### src/rtl/timer_bank_pkg.sv
// package: register map, field positions, reset values and timing counts
package timer_bank_pkg;
  localparam int          ADDR_W          = 6;
  localparam logic [5:0]  OFS_T0_CTRL     = 6'h00;
  localparam logic [5:0]  OFS_T0_COUNT    = 6'h04;
  localparam logic [5:0]  OFS_A_COUNT     = 6'h08;
  localparam logic [5:0]  OFS_B_COUNT     = 6'h0C;
  localparam logic [5:0]  OFS_A_PERIOD    = 6'h10;
  localparam logic [5:0]  OFS_B_PERIOD    = 6'h14;
  localparam logic [5:0]  OFS_TIMER_CTRL  = 6'h18;
  localparam logic [5:0]  OFS_C_COUNT     = 6'h1C;
  localparam logic [5:0]  OFS_C_PERIOD    = 6'h20;
  localparam logic [5:0]  OFS_FLAGS       = 6'h24;
  // first_timer_control fields
  localparam int          T0_RUN_BIT      = 0;
  localparam int          T0_PS_LSB       = 1;
  localparam int          T0_EXT_BIT      = 5;
  localparam int          T0_RISE_BIT     = 6;
  localparam int          T0_CTRL_W       = 7;
  // timer_ctrl fields
  localparam int          A_CS_BIT        = 0;
  localparam int          B_CS_BIT        = 1;
  localparam int          C_CS_BIT        = 2;
  localparam int          JOIN_BIT        = 3;
  localparam int          A_RUN_BIT       = 4;
  localparam int          B_RUN_BIT       = 5;
  localparam int          C_RUN_BIT       = 6;
  localparam int          DUAL_BIT        = 7;
  // rollover flag positions
  localparam int          F_T0            = 0;
  localparam int          F_A             = 1;
  localparam int          F_B             = 2;
  localparam int          F_C             = 3;
  // reset values
  localparam logic [6:0]  T0_CTRL_RST     = 7'h00;
  localparam logic [7:0]  TIMER_CTRL_RST  = 8'h00;
  localparam logic [15:0] COUNT_RST       = 16'h0000;
  localparam logic [7:0]  PERIOD8_RST     = 8'hFF;
  localparam logic [15:0] PERIOD16_RST    = 16'hFFFF;
  localparam logic [3:0]  FLAGS_RST       = 4'h0;
  // timing: instruction cycle is oscillator/4, pin sampled twice per cycle
  localparam logic [1:0]  INST_LAST_PHASE = 2'h3;
  localparam logic [3:0]  PS_MAX_SEL      = 4'h8;
  localparam logic [1:0]  RESP_OKAY       = 2'h0;
  localparam logic [1:0]  RESP_SLVERR     = 2'h2;
endpackage

### src/rtl/edge_if.sv
// interface: edge events from a pin sampler to the timer logic
`timescale 1ns/10ps
`default_nettype none
interface edge_if;
  logic fall;
  logic rise;
  modport src (output fall, output rise);
  modport dst (input fall, input rise);
endinterface
`default_nettype wire

### src/rtl/pin_sampler.sv
// module: samples a timer clock pin on phase strobes and reports edges
`timescale 1ns/10ps
`default_nettype none
module pin_sampler (
  input  wire logic clk,
  input  wire logic rst_n,
  input  wire logic sample_en,
  input  wire logic pin,
  edge_if.src       ev
);
  logic stage1;
  logic stage2;
  logic stage3;

  // stage1 is seen only by stage2; edges come from stage2 against stage3
  always_ff @(posedge clk) begin
    if (!rst_n) begin
      stage1 <= 1'b0;
      stage2 <= 1'b0;
      stage3 <= 1'b0;
    end else if (sample_en) begin
      stage1 <= pin;
      stage2 <= stage1;
      stage3 <= stage2;
    end
  end

  // gated by the strobe so one edge yields exactly one pulse
  assign ev.fall = sample_en & stage3 & ~stage2;
  assign ev.rise = sample_en & ~stage3 & stage2;
endmodule
`default_nettype wire

### src/rtl/timer_bank.sv
// module: four timer/counters behind an AXI4-Lite register slave
//
// Implementation choices: register access over AXI4-Lite and the register offsets.
`timescale 1ns/10ps
`default_nettype none
module timer_bank
  import timer_bank_pkg::*;
(
  input  wire logic              clk,
  input  wire logic              rst_n,
  input  wire logic [ADDR_W-1:0] awaddr,
  input  wire logic              awvalid,
  output logic                   awready,
  input  wire logic [31:0]       wdata,
  input  wire logic [3:0]        wstrb,
  input  wire logic              wvalid,
  output logic                   wready,
  output logic [1:0]             bresp,
  output logic                   bvalid,
  input  wire logic              bready,
  input  wire logic [ADDR_W-1:0] araddr,
  input  wire logic              arvalid,
  output logic                   arready,
  output logic [31:0]            rdata,
  output logic [1:0]             rresp,
  output logic                   rvalid,
  input  wire logic              rready,
  input  wire logic              t0_clock_pin,
  input  wire logic              shared_ext_clock_pin,
  input  wire logic              timer_c_ext_clock_pin,
  input  wire logic              capture2_strobe,
  output logic [3:0]             rollover_flags,
  output logic [7:0]             pwm_base_a,
  output logic [7:0]             pwm_base_b,
  output logic [15:0]            capture_base
);

  function automatic logic [15:0] merge16(input logic [15:0] old,
                                          input logic [31:0] d,
                                          input logic [3:0]  s);
    merge16 = {s[1] ? d[15:8] : old[15:8], s[0] ? d[7:0] : old[7:0]};
  endfunction

  function automatic logic [7:0] ps_limit(input logic [3:0] sel);
    ps_limit = (sel >= PS_MAX_SEL) ? 8'hFF
             : 8'((16'h0001 << sel) - 16'h0001);
  endfunction

  // ---------------- registers ----------------
  logic [T0_CTRL_W-1:0] first_timer_control;
  logic [15:0]          prescaled_overflow_counter;
  logic [7:0]           timer_a_count;
  logic [7:0]           timer_b_count;
  logic [7:0]           timer_a_period;
  logic [7:0]           timer_b_period;
  logic [7:0]           timer_ctrl;
  logic [15:0]          timer_c_count;
  logic [15:0]          timer_c_period;
  logic [3:0]           flags;

  // ---------------- bus slave ----------------
  logic              aw_held;
  logic              w_held;
  logic [ADDR_W-1:0] wr_addr;
  logic [31:0]       wr_data;
  logic [3:0]        wr_strb;
  logic              wr_fire;
  logic              rd_fire;

  assign awready = !aw_held && !bvalid;
  assign wready  = !w_held && !bvalid;
  assign arready = !rvalid;
  assign wr_fire = aw_held && w_held;
  assign rd_fire = arvalid && arready;

  always_ff @(posedge clk) begin
    if (!rst_n) begin
      aw_held <= 1'b0;
      wr_addr <= '0;
    end else if (awvalid && awready) begin
      aw_held <= 1'b1;
      wr_addr <= awaddr;
    end else if (wr_fire) begin
      aw_held <= 1'b0;
    end
  end

  always_ff @(posedge clk) begin
    if (!rst_n) begin
      w_held  <= 1'b0;
      wr_data <= 32'h00000000;
      wr_strb <= 4'h0;
    end else if (wvalid && wready) begin
      w_held  <= 1'b1;
      wr_data <= wdata;
      wr_strb <= wstrb;
    end else if (wr_fire) begin
      w_held <= 1'b0;
    end
  end

  wire w_t0_ctrl  = wr_fire && wr_addr == OFS_T0_CTRL;
  wire w_t0_count = wr_fire && wr_addr == OFS_T0_COUNT;
  wire w_a_count  = wr_fire && wr_addr == OFS_A_COUNT;
  wire w_b_count  = wr_fire && wr_addr == OFS_B_COUNT;
  wire w_a_period = wr_fire && wr_addr == OFS_A_PERIOD;
  wire w_b_period = wr_fire && wr_addr == OFS_B_PERIOD;
  wire w_tctrl    = wr_fire && wr_addr == OFS_TIMER_CTRL;
  wire w_c_count  = wr_fire && wr_addr == OFS_C_COUNT;
  wire w_c_period = wr_fire && wr_addr == OFS_C_PERIOD;
  wire w_flags    = wr_fire && wr_addr == OFS_FLAGS;
  wire wr_mapped  = w_t0_ctrl | w_t0_count | w_a_count | w_b_count
                  | w_a_period | w_b_period | w_tctrl | w_c_count
                  | w_c_period | w_flags;

  always_ff @(posedge clk) begin
    if (!rst_n) begin
      bvalid <= 1'b0;
      bresp  <= RESP_OKAY;
    end else if (wr_fire) begin
      bvalid <= 1'b1;
      bresp  <= wr_mapped ? RESP_OKAY : RESP_SLVERR;
    end else if (bready) begin
      bvalid <= 1'b0;
    end
  end

  // read decode: and-or of the selected register
  wire r_t0c = araddr == OFS_T0_CTRL;
  wire r_t0n = araddr == OFS_T0_COUNT;
  wire r_ac  = araddr == OFS_A_COUNT;
  wire r_bc  = araddr == OFS_B_COUNT;
  wire r_ap  = araddr == OFS_A_PERIOD;
  wire r_bp  = araddr == OFS_B_PERIOD;
  wire r_tc  = araddr == OFS_TIMER_CTRL;
  wire r_cc  = araddr == OFS_C_COUNT;
  wire r_cp  = araddr == OFS_C_PERIOD;
  wire r_fl  = araddr == OFS_FLAGS;
  wire rd_mapped = r_t0c | r_t0n | r_ac | r_bc | r_ap | r_bp | r_tc
                 | r_cc | r_cp | r_fl;
  wire [31:0] rd_word =
      ({32{r_t0c}} & {25'h0, first_timer_control})
    | ({32{r_t0n}} & {16'h0, prescaled_overflow_counter})
    | ({32{r_ac}}  & {24'h0, timer_a_count})
    | ({32{r_bc}}  & {24'h0, timer_b_count})
    | ({32{r_ap}}  & {24'h0, timer_a_period})
    | ({32{r_bp}}  & {24'h0, timer_b_period})
    | ({32{r_tc}}  & {24'h0, timer_ctrl})
    | ({32{r_cc}}  & {16'h0, timer_c_count})
    | ({32{r_cp}}  & {16'h0, timer_c_period})
    | ({32{r_fl}}  & {28'h0, flags});

  always_ff @(posedge clk) begin
    if (!rst_n) begin
      rvalid <= 1'b0;
      rdata  <= 32'h00000000;
      rresp  <= RESP_OKAY;
    end else if (rd_fire) begin
      rvalid <= 1'b1;
      rdata  <= rd_word;
      rresp  <= rd_mapped ? RESP_OKAY : RESP_SLVERR;
    end else if (rready) begin
      rvalid <= 1'b0;
    end
  end

  // ---------------- time base ----------------
  logic [1:0] phase;
  wire inst_tick = phase == INST_LAST_PHASE;

  always_ff @(posedge clk) begin
    if (!rst_n) begin
      phase <= 2'h0;
    end else begin
      phase <= phase + 2'h1;
    end
  end

  edge_if shared_ev ();
  edge_if c_ev ();

  // phase[0] gives two sample strobes per instruction cycle
  pin_sampler shared_sampler (
    .clk       (clk),
    .rst_n     (rst_n),
    .sample_en (phase[0]),
    .pin       (shared_ext_clock_pin),
    .ev        (shared_ev.src)
  );

  pin_sampler c_sampler (
    .clk       (clk),
    .rst_n     (rst_n),
    .sample_en (phase[0]),
    .pin       (timer_c_ext_clock_pin),
    .ev        (c_ev.src)
  );

  // ---------------- first timer ----------------
  wire       t0_run  = first_timer_control[T0_RUN_BIT];
  wire       t0_ext  = first_timer_control[T0_EXT_BIT];
  wire       t0_rise = first_timer_control[T0_RISE_BIT];
  wire [3:0] prescale_select = first_timer_control[T0_PS_LSB +: 4];
  logic       t0_pin_d;
  logic [7:0] ps_cnt;
  logic       ps_toggle;
  logic       ps_s1;
  logic       ps_s2;
  logic       ps_s3;

  wire t0_edge = t0_rise ? (t0_clock_pin & ~t0_pin_d)
                         : (~t0_clock_pin & t0_pin_d);
  wire t0_src_evt = t0_run && (t0_ext ? t0_edge : inst_tick);
  wire ps_hit     = ps_cnt == ps_limit(prescale_select);
  // prescaler output crosses as a toggle, so fast pin edges stay countable
  wire t0_tick    = ps_s2 ^ ps_s3;

  always_ff @(posedge clk) begin
    if (!rst_n) begin
      t0_pin_d  <= 1'b0;
      ps_cnt    <= 8'h00;
      ps_toggle <= 1'b0;
      ps_s1     <= 1'b0;
      ps_s2     <= 1'b0;
      ps_s3     <= 1'b0;
    end else begin
      t0_pin_d <= t0_clock_pin;
      ps_s1    <= ps_toggle;
      ps_s2    <= ps_s1;
      ps_s3    <= ps_s2;
      if (w_t0_ctrl) begin
        ps_cnt <= 8'h00;
      end else if (t0_src_evt) begin
        ps_cnt    <= ps_hit ? 8'h00 : ps_cnt + 8'h01;
        ps_toggle <= ps_toggle ^ ps_hit;
      end
    end
  end

  wire t0_inc  = t0_tick && t0_run;
  wire t0_wrap = t0_inc && prescaled_overflow_counter == 16'hFFFF;
  wire [15:0] next_t0_count =
      w_t0_count ? merge16(prescaled_overflow_counter, wr_data, wr_strb)
    : t0_inc     ? prescaled_overflow_counter + 16'h0001
    : prescaled_overflow_counter;

  // ---------------- timers A and B ----------------
  wire a_cs  = timer_ctrl[A_CS_BIT];
  wire b_cs  = timer_ctrl[B_CS_BIT];
  wire join_sel = timer_ctrl[JOIN_BIT];
  wire a_run = timer_ctrl[A_RUN_BIT];
  wire b_run = timer_ctrl[B_RUN_BIT];

  wire a_src = a_cs ? shared_ev.fall : inst_tick;
  wire b_src = b_cs ? shared_ev.fall : inst_tick;
  wire join_tick = join_sel && a_run && b_run && a_src;
  // joined with B stopped, A keeps counting on its own
  wire a_tick = a_run && a_src && !(join_sel && b_run);
  wire b_tick = !join_sel && b_run && b_src;

  wire [15:0] joined_count  = {timer_b_count, timer_a_count};
  wire [15:0] joined_period = {timer_b_period, timer_a_period};
  wire join_match = joined_count == joined_period;
  wire a_match    = timer_a_count == timer_a_period;
  wire b_match    = timer_b_count == timer_b_period;
  wire [15:0] joined_next = join_match ? 16'h0000
                          : joined_count + 16'h0001;

  wire [15:0] a_wr_word = merge16({8'h00, timer_a_count}, wr_data, wr_strb);
  wire [15:0] b_wr_word = merge16({8'h00, timer_b_count}, wr_data, wr_strb);
  wire [7:0] next_a_count =
      w_a_count ? a_wr_word[7:0]
    : join_tick ? joined_next[7:0]
    : a_tick    ? (a_match ? 8'h00 : timer_a_count + 8'h01)
    : timer_a_count;
  wire [7:0] next_b_count =
      w_b_count ? b_wr_word[7:0]
    : join_tick ? joined_next[15:8]
    : b_tick    ? (b_match ? 8'h00 : timer_b_count + 8'h01)
    : timer_b_count;

  // ---------------- timer C ----------------
  wire c_run  = timer_ctrl[C_RUN_BIT];
  wire c_dual = timer_ctrl[DUAL_BIT];
  wire c_src  = timer_ctrl[C_CS_BIT] ? c_ev.fall : inst_tick;
  wire c_tick = c_run && c_src;
  // in dual capture the period is a capture register, so count freely
  wire [15:0] c_limit = c_dual ? 16'hFFFF : timer_c_period;
  wire c_match   = timer_c_count == c_limit;
  wire c_capture = c_dual && capture2_strobe;

  wire [15:0] next_c_count =
      w_c_count ? merge16(timer_c_count, wr_data, wr_strb)
    : c_tick    ? (c_match ? 16'h0000 : timer_c_count + 16'h0001)
    : timer_c_count;
  // a capture beats a simultaneous software write
  wire [15:0] next_c_period =
      c_capture  ? timer_c_count
    : w_c_period ? merge16(timer_c_period, wr_data, wr_strb)
    : timer_c_period;

  // ---------------- rollover flags ----------------
  wire [3:0] flag_set;
  assign flag_set[F_T0] = t0_wrap;
  assign flag_set[F_A]  = (join_tick && join_match)
                        || (a_tick && a_match);
  assign flag_set[F_B]  = b_tick && b_match;
  assign flag_set[F_C]  = c_tick && c_match;
  wire [3:0] flag_clr   = (w_flags && wr_strb[0]) ? wr_data[3:0] : 4'h0;
  // set wins over a clear in the same cycle
  wire [3:0] next_flags = (flags & ~flag_clr) | flag_set;

  always_ff @(posedge clk) begin
    if (!rst_n) begin
      first_timer_control        <= T0_CTRL_RST;
      prescaled_overflow_counter <= COUNT_RST;
      timer_a_count              <= COUNT_RST[7:0];
      timer_b_count              <= COUNT_RST[7:0];
      timer_a_period             <= PERIOD8_RST;
      timer_b_period             <= PERIOD8_RST;
      timer_ctrl                 <= TIMER_CTRL_RST;
      timer_c_count              <= COUNT_RST;
      timer_c_period             <= PERIOD16_RST;
      flags                      <= FLAGS_RST;
    end else begin
      if (w_t0_ctrl && wr_strb[0]) begin
        first_timer_control <= wr_data[T0_CTRL_W-1:0];
      end
      if (w_a_period && wr_strb[0]) begin
        timer_a_period <= wr_data[7:0];
      end
      if (w_b_period && wr_strb[0]) begin
        timer_b_period <= wr_data[7:0];
      end
      if (w_tctrl && wr_strb[0]) begin
        timer_ctrl <= wr_data[7:0];
      end
      prescaled_overflow_counter <= next_t0_count;
      timer_a_count              <= next_a_count;
      timer_b_count              <= next_b_count;
      timer_c_count              <= next_c_count;
      timer_c_period             <= next_c_period;
      flags                      <= next_flags;
    end
  end

  assign rollover_flags = flags;
  assign pwm_base_a     = timer_a_count;
  assign pwm_base_b     = timer_b_count;
  assign capture_base   = timer_c_count;
endmodule
`default_nettype wire

### config.mk
export PLATFORM = sky130hd
export DESIGN_NAME = timer_bank
export DESIGN_NICKNAME = d
export VERILOG_FILES = /design/src/rtl/timer_bank_pkg.sv /design/src/rtl/edge_if.sv /design/src/rtl/pin_sampler.sv /design/src/rtl/timer_bank.sv
export SDC_FILE = /design/constraint.sdc
export NUM_CORES = 1
export LEC_CHECK = 0
export ABC_CLOCK_PERIOD_IN_PS = 2300
export BUFFER_PORTS_ARGS = -buffer_cell sky130_fd_sc_hd__buf_4
export CORE_AREA = 5 5 144 146
export DETAILED_ROUTE_END_ITERATION = 10
export DIE_AREA = 0 0 149 151
export PLACE_DENSITY = 0.7
export SLEW_MARGIN = 20
export SYNTH_ARGS = -nofsm -noshare
export SYNTH_HDL_FRONTEND = slang
export SYNTH_SLANG_ARGS = --single-unit
### constraint.sdc
create_clock -name clk -period 2.3 [get_ports clk]
set_input_delay 0.115 -clock clk [delete_from_list [all_inputs] [get_ports clk]]
set_output_delay 0.115 -clock clk [all_outputs]
set_load 0.01 [all_outputs]
# ---- Word-level counts from Yosys, hierarchy flattened
# Cells that the tools add are included.
dict set report op_classes {
  n_addsub 8
  order_cmp 1
  eq_ne 31
  shift 1
  muxes 36
  n_bitwise 54
  n_reduce_logical 68
}
# cell count
set ops {}
lappend ops {{$or 32x32->32} 9}
lappend ops {{$and 32x8->32} 5}
lappend ops {{$mux 16} 9}
lappend ops {{$and 32x16->32} 3}
lappend ops {{$mux 8} 12}
lappend ops {{$add 16x1->16 const B} 3}
lappend ops {{$eq 6x5->1 const B} 8}
lappend ops {{$logic_and 1x1->1} 38}
lappend ops {{$and 32x4->32} 1}
lappend ops {{$and 32x7->32} 1}
lappend ops {{$eq 16x16->1} 2}
lappend ops {{$add 8x1->8 const B} 3}
lappend ops {{$eq 6x4->1 const B} 4}
lappend ops {{$eq 6x6->1 const B} 4}
lappend ops {{$eq 8x8->1} 3}
lappend ops {{$or 1x1->1} 18}
lappend ops {{$reduce_and 2->1} 9}
lappend ops {{$reduce_bool 2->1} 9}
lappend ops {{$eq 16x16->1 const B} 1}
lappend ops {{$eq 6x3->1 const B} 2}
lappend ops {{$logic_not 6->1} 2}
lappend ops {{$mux 1} 12}
lappend ops {{$ne 2x2->1 const B} 6}
lappend ops {{$shl 1x4->8 const A} 1}
lappend ops {{16 further kinds} 34}
dict set report word_totals {
  regBits 184
  inputBits 59
  output_inout_bits 77
  elab_cells 235
}

# ---- Longest topological paths before layout
# Gate-level depths: netlist (run 1).
dict set report depth {
  ltp_word 12
  ltp_mapped 10
  depth_no_buf 9
}

# ---- Cells and area by module
# Synthesis (run 1) repeated with hierarchy kept, for this count alone.
dict set report hier_totals {
  cells_unflattened 1172
  hier_area_um2 9351.5
}
# module instances cells_per_inst area_per_inst_um2 seq_area_each_um2
set modules_own_cells {}
lappend modules_own_cells {timer_bank 1 1148 9103.7 3203.1}
lappend modules_own_cells {pin_sampler 2 12 123.9 60.1}

# ---- Worst setup path after synthesis (run 1)
# Ideal clock, no wire load.
dict set report synth_path {
  path_kind {register to register}
  from {register first_timer_control[3]}
  to {register ps_cnt[0]}
  setup_ps 124
  t_arrival_ps 1996
  required_time_ps 2176
  path_slack_ps 181
  stages_incl_launch_ff 11
  path_buffers 1
  period_less_slack_ps 2119
  path_cell_list {dfxtp_1 -> clkbuf_1 -> nor2_1 -> nand3b_1 -> ha_1 -> xnor2_1 -> o41ai_1 -> and3_1 -> o2111ai_1 -> nand3b_1 -> nor2_1}
}
dict set report synth_via {
  elab_chain_cells 5
  word_cells_on_any_way 6
  cone_classes {add/sub: 1; order compare: 1; eq/ne: 1; shift: 1; mux: 2}
}
# element line_no
set synth_rtl {}
lappend synth_rtl {{start: declaration} timer_bank.sv:50} ;# logic [T0_CTRL_W-1:0] first_timer_control;
lappend synth_rtl {{start signal: assignment} timer_bank.sv:327} ;# first_timer_control <= wr_data[T0_CTRL_W-1:0];
lappend synth_rtl {{$shl 1x4->8} timer_bank.sv:46} ;# : 8'((16'h0001 << sel) - 16'h0001);
lappend synth_rtl {{$sub 8x1->8} timer_bank.sv:46}
lappend synth_rtl {{$mux 8 (*)} timer_bank.sv:45} ;# ps_limit = (sel >= PS_MAX_SEL) ? 8'hFF
lappend synth_rtl {{$eq 8x8->1 (*)} timer_bank.sv:214} ;# wire ps_hit = ps_cnt == ps_limit(prescale_select);
lappend synth_rtl {{$mux 8 (*)} timer_bank.sv:234} ;# ps_cnt <= ps_hit ? 8'h00 : ps_cnt + 8'h01;
lappend synth_rtl {{end signal: assignment} timer_bank.sv:234}
lappend synth_rtl {{end: declaration} timer_bank.sv:205} ;# logic [7:0] ps_cnt;
# Every way passes the cells marked *; elsewhere a longest branch is shown, timed or not.
# A chain may end at the register's enable or synchronous reset.

# ---- Final worst setup path (run 1)
dict set report layout_path {
  from {register timer_ctrl[7]}
  to {register timer_c_count[0], in the netlist capture_base[0]}
}
dict set report layout_via {
  elab_chain_cells 5
}
# element line_no
set layout_rtl {}
lappend layout_rtl {{start: declaration} timer_bank.sv:56} ;# logic [7:0] timer_ctrl;
lappend layout_rtl {{start signal: assignment} timer_bank.sv:336} ;# timer_ctrl <= wr_data[7:0];
lappend layout_rtl {{$mux 16} timer_bank.sv:288} ;# wire [15:0] c_limit = c_dual ? 16'hFFFF : timer_c_period;
lappend layout_rtl {{$eq 16x16->1} timer_bank.sv:289} ;# wire c_match = timer_c_count == c_limit;
lappend layout_rtl {{$mux 16 (2 in series)} timer_bank.sv:294} ;# : c_tick ? (c_match ? 16'h0000 : timer_c_count + 16'h0001)
lappend layout_rtl {{$mux 16} timer_bank.sv:293} ;# w_c_count ? merge16(timer_c_count, wr_data, wr_strb)
lappend layout_rtl {{end signal: assignment} timer_bank.sv:341} ;# timer_c_count <= next_c_count;
lappend layout_rtl {{end: declaration} timer_bank.sv:57} ;# logic [15:0] timer_c_count;
# Every way passes these cells. The select of a mux whose other input is x is not followed.

==> results of run 1 <==
==> area by class of cell <==
cell class                      count  area (sq um)
Sequential cell                   166          3320
Fill cell                        1762          7700
Timing Repair Buffer              214          1700
Inverter                            9          33.8
Clock buffer                       18           429
Clock inverter                     14           153
Tap cell                          265           332
Multi-Input combinational cell    910          5600
==> where the power goes <==
group,internal (uW),switching [uW],leakage [uW]
clock network,1610,1270,0.000273
logic,273,328,0.00304
registers,2950,122,0.00135
==> flip-flops by register name, summed over array words and instances (netlist names), 16 cells and up <==
signal / count
capture_base: 16
prescaled_overflow_counter: 16
rdata: 16
timer_c_period: 16
wr_data: 16
==> Yosys cell counts (all sizes together), types with 5 or more instances <==
master / count / area [sq um]
clkbuf: 68 / 255
dfxtp: 166 / 3320
xnor2: 6 / 52.6
buf: 43 / 270
nor3b: 6 / 45.0
a31oi: 16 / 100
o22ai: 7 / 43.8
a21boi: 5 / 37.5
a32oi: 7 / 76.3
o41ai: 8 / 77.6
nand2b: 13 / 81.3
nor3: 6 / 35.0
xor2: 38 / 333
nor2: 75 / 284
mux2i: 45 / 450
a211oi: 22 / 165
nor4: 8 / 56.3
and2: 18 / 113
nand3b: 5 / 37.5
nand4b: 5 / 43.8
and4: 8 / 70.1
inv: 9 / 33.8
o31ai: 5 / 37.5
a222oi: 19 / 190
nand2: 176 / 661
a221oi: 6 / 52.6
a32o: 5 / 50.1
or3: 10 / 62.6
nand4: 12 / 75.1
nand3: 80 / 400
ha: 7 / 87.6
a22o: 9 / 78.8
o21ai: 65 / 325
a311oi: 7 / 78.8
a21oi: 103 / 515
mux2: 17 / 191
and3: 22 / 138
==> placed cells by master (no fill, tap or decap), types with 22 or more instances in the layout <==
cell           instances
a21oi_1              103
a211oi_1              22
dlygate4sd3_1         31
nand3_1               80
and3_1                22
dfxtp_1              165
nand2_1              174
o21ai_0               63
xor2_1                38
buf_4                182
mux2i_1               45
nor2_1                73
==> worst min-delay path, delay by kind of cell <==
family	cells	cell delay, ns
AOI/OAI and AO/OA	1	0.15
and+or+nand+nor	1	0.07
buffers and inverters	1	0.09
==> layer usage <==
metal  vias to the layer above  wire length, um  track usage
met3                        71             3190       0.0610
met4                         0              899        0.102
met2                       513            13800        0.428
li1                       4562                -            -
met5                         -                0            0
met1                      4624            13300        0.385
==> worst max-delay path by stage <==
stage / from / to / slack, ns / cells after the start
after floorplan: first_timer_control[3] / ps_cnt[0] / 0.18 / 10
after global placement: wr_addr[1] / pwm_base_a[2] / 0.09 / 6
after detailed placement: first_timer_control[1] / ps_cnt[5] / 0.02 / 9
after CTS: first_timer_control[1] / ps_cnt[5] / 0.06 / 10
after global routing: wr_addr[0] / prescaled_overflow_counter[12] / -0.02 / 6
final: timer_ctrl[7] / capture_base[0] / 0.10 / 7
==> logic make-up (layout without fill, tap and decap cells) <==
kind of cell,after synthesis,count (layout),synth area share
AO/OA/AOI/OAI,318,318,0.226
XOR/XNOR,44,44,0.0410
flip-flops,166,166,0.354
other,1,18,0.000399
buffers and inverters,120,255,0.0595
AND/OR/NAND/NOR,460,460,0.239
adder cells (fa/ha/maj),7,7,0.00932
multiplexers,63,63,0.0707
==> per-stage QoR <==
step | setup WS, ns | hold slack, ns | TNS, ns
2_1_floorplan | 0.181 | 0.214 | 0
3_3_place_gp | 0.0865 | 0.303 | 0
3_5_place_dp | 0.0171 | 0.308 | 0
4_1_cts | 0.0606 | 0.0189 | 0
5_1_grt | -0.0247 | 0.0653 | -0.0678
6_report | 0.102 | 0.0343 | 0
==> what timing repair did <==
action                                  in CTS  in global routing
hold buffers                                31                  0
endpoints found under the hold margin       30                  0
endpoints found under the setup margin       8                 21
pin swaps                                    0                  5
setup buffers                                1                  1
gates resized for setup                      0                  8
==> out/results.txt, run 1 <==
Status: finished, final reports clean
Total grt overflow: 0
Final Cell Area: 11600 sq um
Slowest stage cell, crit path: or4_4
Die H: 151 um
Yosys warning total: 0
Hold Fails Final Rpt: 0
Drt via density: 6.12
Mapped cell area: 9390 sq um
Register area share after synthesis: 0.354
Pwr dens: 565 nW/um^2
Worst setup SP type: flip-flop
Max Fclk: 0.455 GHz
DR vias: 9770
Gpl congestion: 0.933
Layout cells sized above 1: 0.192
TritonCTS clock tree: built
CP bufs+invs: 1
Placement-stage cell area: 10600 sq um
Fin crit share: 0.956
CTS Buf Count: 17
Worst-path cell chain: buf_4, or3_1, a21oi_1, o22ai_1, or4_4, a32oi_1, nor2_1
HPWL after detailed placement: 22.2 mm
Post-route core utilization: 0.600
Total power: 6540 uW
Clk sinks: 166
DP Cell Count: 1531
Max Root-Sink Buffers: 2
Clock transition at path regs: 0.06 ns
Hold worst-path end: rresp[1]
Critical path's top delay family: simple AND/OR/NAND/NOR gates
Die width: 149 um
H-tree depth: 4
Wire per inst: 19.6 um
Initial Util: 0.487
Syn Area/Cell: 7.97 sq um
DRT Pass-1 Iters: 6
R2R Path End: capture_base[0]
Vias in the first global route: 8967
Detailed Route WL: 31.3 mm
Async set or reset register ratio after synthesis: 0
GR Util All Layers: 0.278
Worst-Margin Slew: 0.737 ns
Max Slew Vio Count: 0
Worst hold start: araddr[0]
Max-cap viol count: 0
CP Class: flip-flop to flip-flop
Largest net degree at the start of global routing: 48
Global-route wire length before repair: 49.7 mm
Worst hold stages: 3
Number of synthesized flops with an enable pin: 0
RSZ-0062 raised after global routing: yes
Hold Crit Class: input pin to flip-flop
Final min period: 2.20 ns
Gate Count Post-Synth: 1179
Leak pwr: 0.00466 uW
Yosys cell types: 78
Initial antenna violation count: 0
Worst reg2reg path startpoint: timer_ctrl[7]
Post-synth top flop: dfxtp_1
Layout overhead on the synthesized area: 23.2%
CTS root buf: clkbuf_16
CP Data Required Time: 2.61 ns
IO buf count: 99
Max VDD drop: 516 uV
Endpoints failing setup: 0
DIE AREA: 22500 sq um
Slew headroom: 0.508
Crit. End Element: flip-flop
Core area: 19300 sq um
Skew final: 0.0125 ns
Worst path arrival time: 2.51 ns
Ant diodes: 0
Critical Path Fanout Max: 12
R2r worst-path depth: 7
Final non-filler cell total: 1596
DR iter-0 viols: 1298
Drt drc: 0
Post-DRT Antenna Nets: 0
Worst-skew pair later-pin latency: 0.44 ns
Nets@finish: 1384
Io pins: 136
Flop2flop setup slack: 0.10 ns
Row Count: 51
#FFs+latches synth: 166
Critical Path Max Stage Delay: 0.61 ns
Note: power is estimated with default switching activity, not from simulation.
==> run 2: changes to the inputs <==
- ABC_CLOCK_PERIOD_IN_PS: 2300 -> 2460
- clock period: 2.3 -> 2.46 ns (I/O delays scaled with it)
==> out/results.txt, run 2 (synthesis results as in run 1) <==
Clk sinks: 166
Clock network power share: 0.450
Critical Path Fanout Max: 14
Switching Fraction: 0.259
Hold Crit Class: input pin to flip-flop
HPWL after detailed placement: 22.0 mm
Io pins: 136
Nets@finish: 1368
Total grt overflow: 0
Slowest stage cell, crit path: or4_4
Largest net degree at the start of global routing: 45
Crit. End Element: flip-flop
CTS root buf: clkbuf_16
Flop2flop setup slack: 0.13 ns
Max Fclk: 0.430 GHz
Worst-skew pair later-pin latency: 0.44 ns
Setup TNS: 0 ns
Initial antenna violation count: 0
Layout overhead on the synthesized area: 22.3%
Skew final: 0.00898 ns
Gpl congestion: 0.939
Drt drc: 0
DR iter-0 viols: 1323
Pwr dens: 542 nW/um^2
IO buf count: 99
Share of power burned in combinational logic: 0.087
GR Util All Layers: 0.275
Leading cell type in the layout, fill and taps excluded: nand2_1
CP Data Required Time: 2.77 ns
Initial Util: 0.487
Worst path arrival time: 2.63 ns
Post-DRT Antenna Nets: 0
Max Slew Vio Count: 0
Worst hold slack: 0.0433 ns
Layout cells sized above 1: 0.182
Filler cell count: 1736
Worst slack, placed: 0.0799 ns
CP Class: flip-flop to flip-flop
Worst-path cell chain: buf_4, or3_1, a21oi_1, o22ai_1, or4_4, o311ai_0, a211oi_1
Drt via density: 6.17
DR vias: 9760
Most frequent cells in the layout: nand2_1, buf_4, dfxtp_1, a21oi_1, nand3_1
Vias in the first global route: 8901
Endpoints failing setup: 0
Hold Fails Final Rpt: 0
DRT Pass-1 Iters: 6
Status: finished, final reports clean
Global-route wire length before repair: 49.0 mm
Slew headroom: 0.458
Max VDD drop: 464 uV
Critical Path Max Stage Delay: 0.61 ns
NetSw: 1610 uW
Row Count: 51
Detailed Route WL: 31.3 mm
DIE AREA: 22500 sq um
Fin crit share: 0.945
Final worst setup slack: 0.135 ns
Clock transition at path regs: 0.06 ns
Worst setup SP type: flip-flop
Core area: 19300 sq um
Int Pwr: 4610 uW
Worst-Margin Slew: 0.811 ns
Max Root-Sink Buffers: 2
RSZ-0062 raised after global routing: no
Sequential Power Share: 0.462
Final min period: 2.33 ns
TritonCTS clock tree: built
Leak pwr: 0.00459 uW
Wire per inst: 19.8 um
CTS Buf Count: 17
H-tree depth: 4
Max-cap viol count: 0
Die width: 149 um
Die H: 151 um
run 2: cell count changes in the layout (fill, tap and decap cells not counted), moves of 2 or more:
cell / change
buf_4: -17
clkinv_4: -2
nand2_1: +2
nand2_2: -2
run 2: timing repair:
action,in CTS,in global routing
setup buffers,0,1
hold buffers,31,0
gates resized for setup,0,4
setup endpoints to repair,0,9
endpoints found under the hold margin,30,0
run 2: final timing paths:
| kind | from | end | depth (start not counted) |
|---|---|---|---|
| worst max register to register | timer_ctrl[7] | capture_base[14] | 7 |
| worst min-delay path | araddr[0] | rresp[1] | 3 |
| worst max-delay path | timer_ctrl[7] | capture_base[14] | 7 |
| worst min register to register | ps_s1 | ps_s2 | 1 |
run 2: worst max-delay path: cells and delay by family, from the launching register on:
| family | cells | cell delay [ns] |
|---|---|---|
| and+or+nand+nor | 2 | 0.98 |
| AOI/OAI and AO/OA | 4 | 0.55 |
| DFF | 1 | 0.43 |
| buffers and inverters | 1 | 0.23 |
run 2: area by class of cell:
| class | instances | area (sq um) | area share |
|---|---|---|---|
| timing repair buffer | 198 | 1590 | 0.138 |
| clock buffer | 18 | 429 | 0.0374 |
| antenna | 1 | 2.50 | 0.000218 |
| clock inverter | 14 | 174 | 0.0151 |
| inverter | 9 | 33.8 | 0.00294 |
| tap | 265 | 332 | 0.0289 |
| multi-input combinational | 910 | 5600 | 0.488 |
| sequential | 166 | 3330 | 0.290 |
run 2: metrics by stage:
step | cell area [sq um] | power, uW | instances | utilization
4_1_cts | 11500 | 6240 | 1579 | 0.595
3_5_place_dp | 10500 | 3430 | 1516 | 0.547
2_1_floorplan | 9460 | 3190 | 1196 | -
6_report | 11500 | 6220 | 1581 | 0.596
3_3_place_gp | 10500 | 3420 | 1516 | 0.547
5_1_grt | 11500 | 6420 | 1580 | 0.596
run 2: power by group through the flow:
stage | Clock (uW) | Sequential [uW] | Combinational (uW)
finish | 2800 | 2880 | 544
global route | 2950 | 2880 | 593
CTS | 2830 | 2870 | 537
detailed placement | 0 | 2930 | 496
global placement | 0 | 2930 | 488
floorplan | 0 | 2870 | 326
run 2: per-layer routing:
metal  vias to the layer above  global-route usage  wire [um]
li1                       4542                   -          -
met1                      4649               0.378      13500
met2                       512               0.430      14000
met3                        57              0.0685       3050
met4                         0              0.0783        667
met5                         -                   0          0
==> run 3: changes to the inputs <==
--- a/config.mk
+++ b/config.mk
@@ -11,4 +11,5 @@
 export DETAILED_ROUTE_END_ITERATION = 10
 export DIE_AREA = 0 0 149 151
+export GPL_ROUTABILITY_DRIVEN = 1
 export PLACE_DENSITY = 0.7
 export SLEW_MARGIN = 20
==> constraint.sdc (replaced) <==
create_clock -name clk -period 2.46 [get_ports clk]
set_input_delay 0.492 -clock clk [delete_from_list [all_inputs] [get_ports clk]]
set_output_delay 0.492 -clock clk [all_outputs]
set_load 0.01 [all_outputs]
==> out/results.txt, run 3 (synthesis results as in run 1) <==
CP Class: flip-flop to flip-flop
Worst slack, placed: 0.128 ns
DRT Pass-1 Iters: 6
Initial Util: 0.487
Wire per inst: 20.0 um
Status: finished, final reports clean
Max-cap viol count: 0
DR vias: 9490
CP Data Required Time: 2.78 ns
Gpl congestion: 0.958
Max VDD drop: 481 uV
Worst-skew pair later-pin latency: 0.44 ns
Worst path arrival time: 2.67 ns
Drt drc: 0
Initial antenna violation count: 0
H-tree depth: 4
Post-DRT Antenna Nets: 0
Worst setup SP type: flip-flop
DR iter-0 viols: 1289
Crit path from: first_timer_control[1]
Max Fclk: 0.427 GHz
Ant diodes: 0
Vias in the first global route: 8814
HPWL after detailed placement: 22.1 mm
Row Count: 51
Final min period: 2.34 ns
CTS root buf: clkbuf_16
Fin crit share: 0.953
Final Cell Area: 11200 sq um
Max Root-Sink Buffers: 2
Leading cell type in the layout, fill and taps excluded: nand2_1
Setup TNS: 0 ns
Final worst setup slack: 0.117 ns
Most frequent cells in the layout: nand2_1, buf_4, dfxtp_1, a21oi_1, nand3_1
TritonCTS clock tree: built
Hold Fails Final Rpt: 0
Die H: 151 um
Drt via density: 6.11
Worst hold slack: 0.237 ns
Slew headroom: 0.480
Layout overhead on the synthesized area: 19.6%
DIE AREA: 22500 sq um
Core area: 19300 sq um
Clk sinks: 166
Placement-stage cell area: 10600 sq um
Max Slew Vio Count: 0
Crit. End Element: flip-flop
Detailed Route WL: 31.1 mm
Endpoints failing setup: 0
Leak pwr: 0.00451 uW
Skew final: 0.0114 ns
Global-route wire length before repair: 48.4 mm
CTS Buf Count: 17
Die width: 149 um
Worst hold start: rready
Critical Path Fanout Max: 8
Total grt overflow: 0
Pwr dens: 563 nW/um^2
Hold Crit Class: input pin to flip-flop
Io pins: 136
Hold Buf Count CTS: 0
Worst reg2reg path startpoint: first_timer_control[1]
IO buf count: 99
Nets@finish: 1342
Layout cells sized above 1: 0.185
Worst-Margin Slew: 0.779 ns
Largest net degree at the start of global routing: 46
Clock transition at path regs: 0.07 ns
GR Util All Layers: 0.273
Total power: 6330 uW
-- run 3: cell count changes in the layout (fill, tap and decap cells not counted), moves of 2 or more --
cell	before	now
buf_4	165	170
bufinv_16	3	5
clkbuf_1	1	3
clkinvlp_4	4	2
dlygate4sd3_1	31	0
inv_6	3	1
-- run 3: metal layers --
metal | up-vias | track usage | wire length [um]
met2 | 530 | 0.418 | 13400
met4 | 0 | 0.113 | 1130
met3 | 99 | 0.0706 | 3580
met1 | 4386 | 0.368 | 13000
met5 | - | 0 | 0
li1 | 4475 | - | -
-- run 3: what timing repair did --
action | CTS | global route
resized for setup | 0 | 1
endpoints found under the hold margin | 0 | 0
endpoints found under the setup margin | 0 | 11
setup buffers | 0 | 1
-- run 3: power by group --
part / switching [uW] / internal [uW] / total, uW
registers: 119 / 2750 / 2870
logic: 295 / 219 / 515
clock network: 1130 / 1800 / 2940
-- run 3: layout make-up --
cell class,count,area [sq um]
fill,1776,8040
multi-input combinational,910,5590
clock inverter,12,201
clock buffer,20,437
tap,265,332
sequential,166,3320
timing repair buffer,172,1320
inverter,9,33.8
-- run 3: worst paths after layout --
path / to / slack (ns) / depth (start not counted)
worst max register to register: ps_cnt[5] / 0.12 / 10
worst max-delay path: ps_cnt[5] / 0.12 / 10
worst min-delay path: rvalid / 0.24 / 2
worst min register to register: ps_s2 / 0.44 / 1
-- run 3: worst max-delay path, stage by stage, from the launching register on --
cell	delay (ns)
dfxtp_1	0.38
nor2_1	0.20
nand2_1	0.09
ha_1	0.31
xnor2_1	0.12
o41ai_1	0.34
and3_1	0.22
o2111ai_1	0.18
nand3b_1	0.15
buf_4	0.17
nor2_1	0.05
-- run 3: metrics by stage --
stage | util | cells
floorplan | - | 1196
global placement | 0.549 | 1521
detailed placement | 0.549 | 1521
CTS | 0.582 | 1553
global route | 0.583 | 1554
finish | 0.583 | 1554
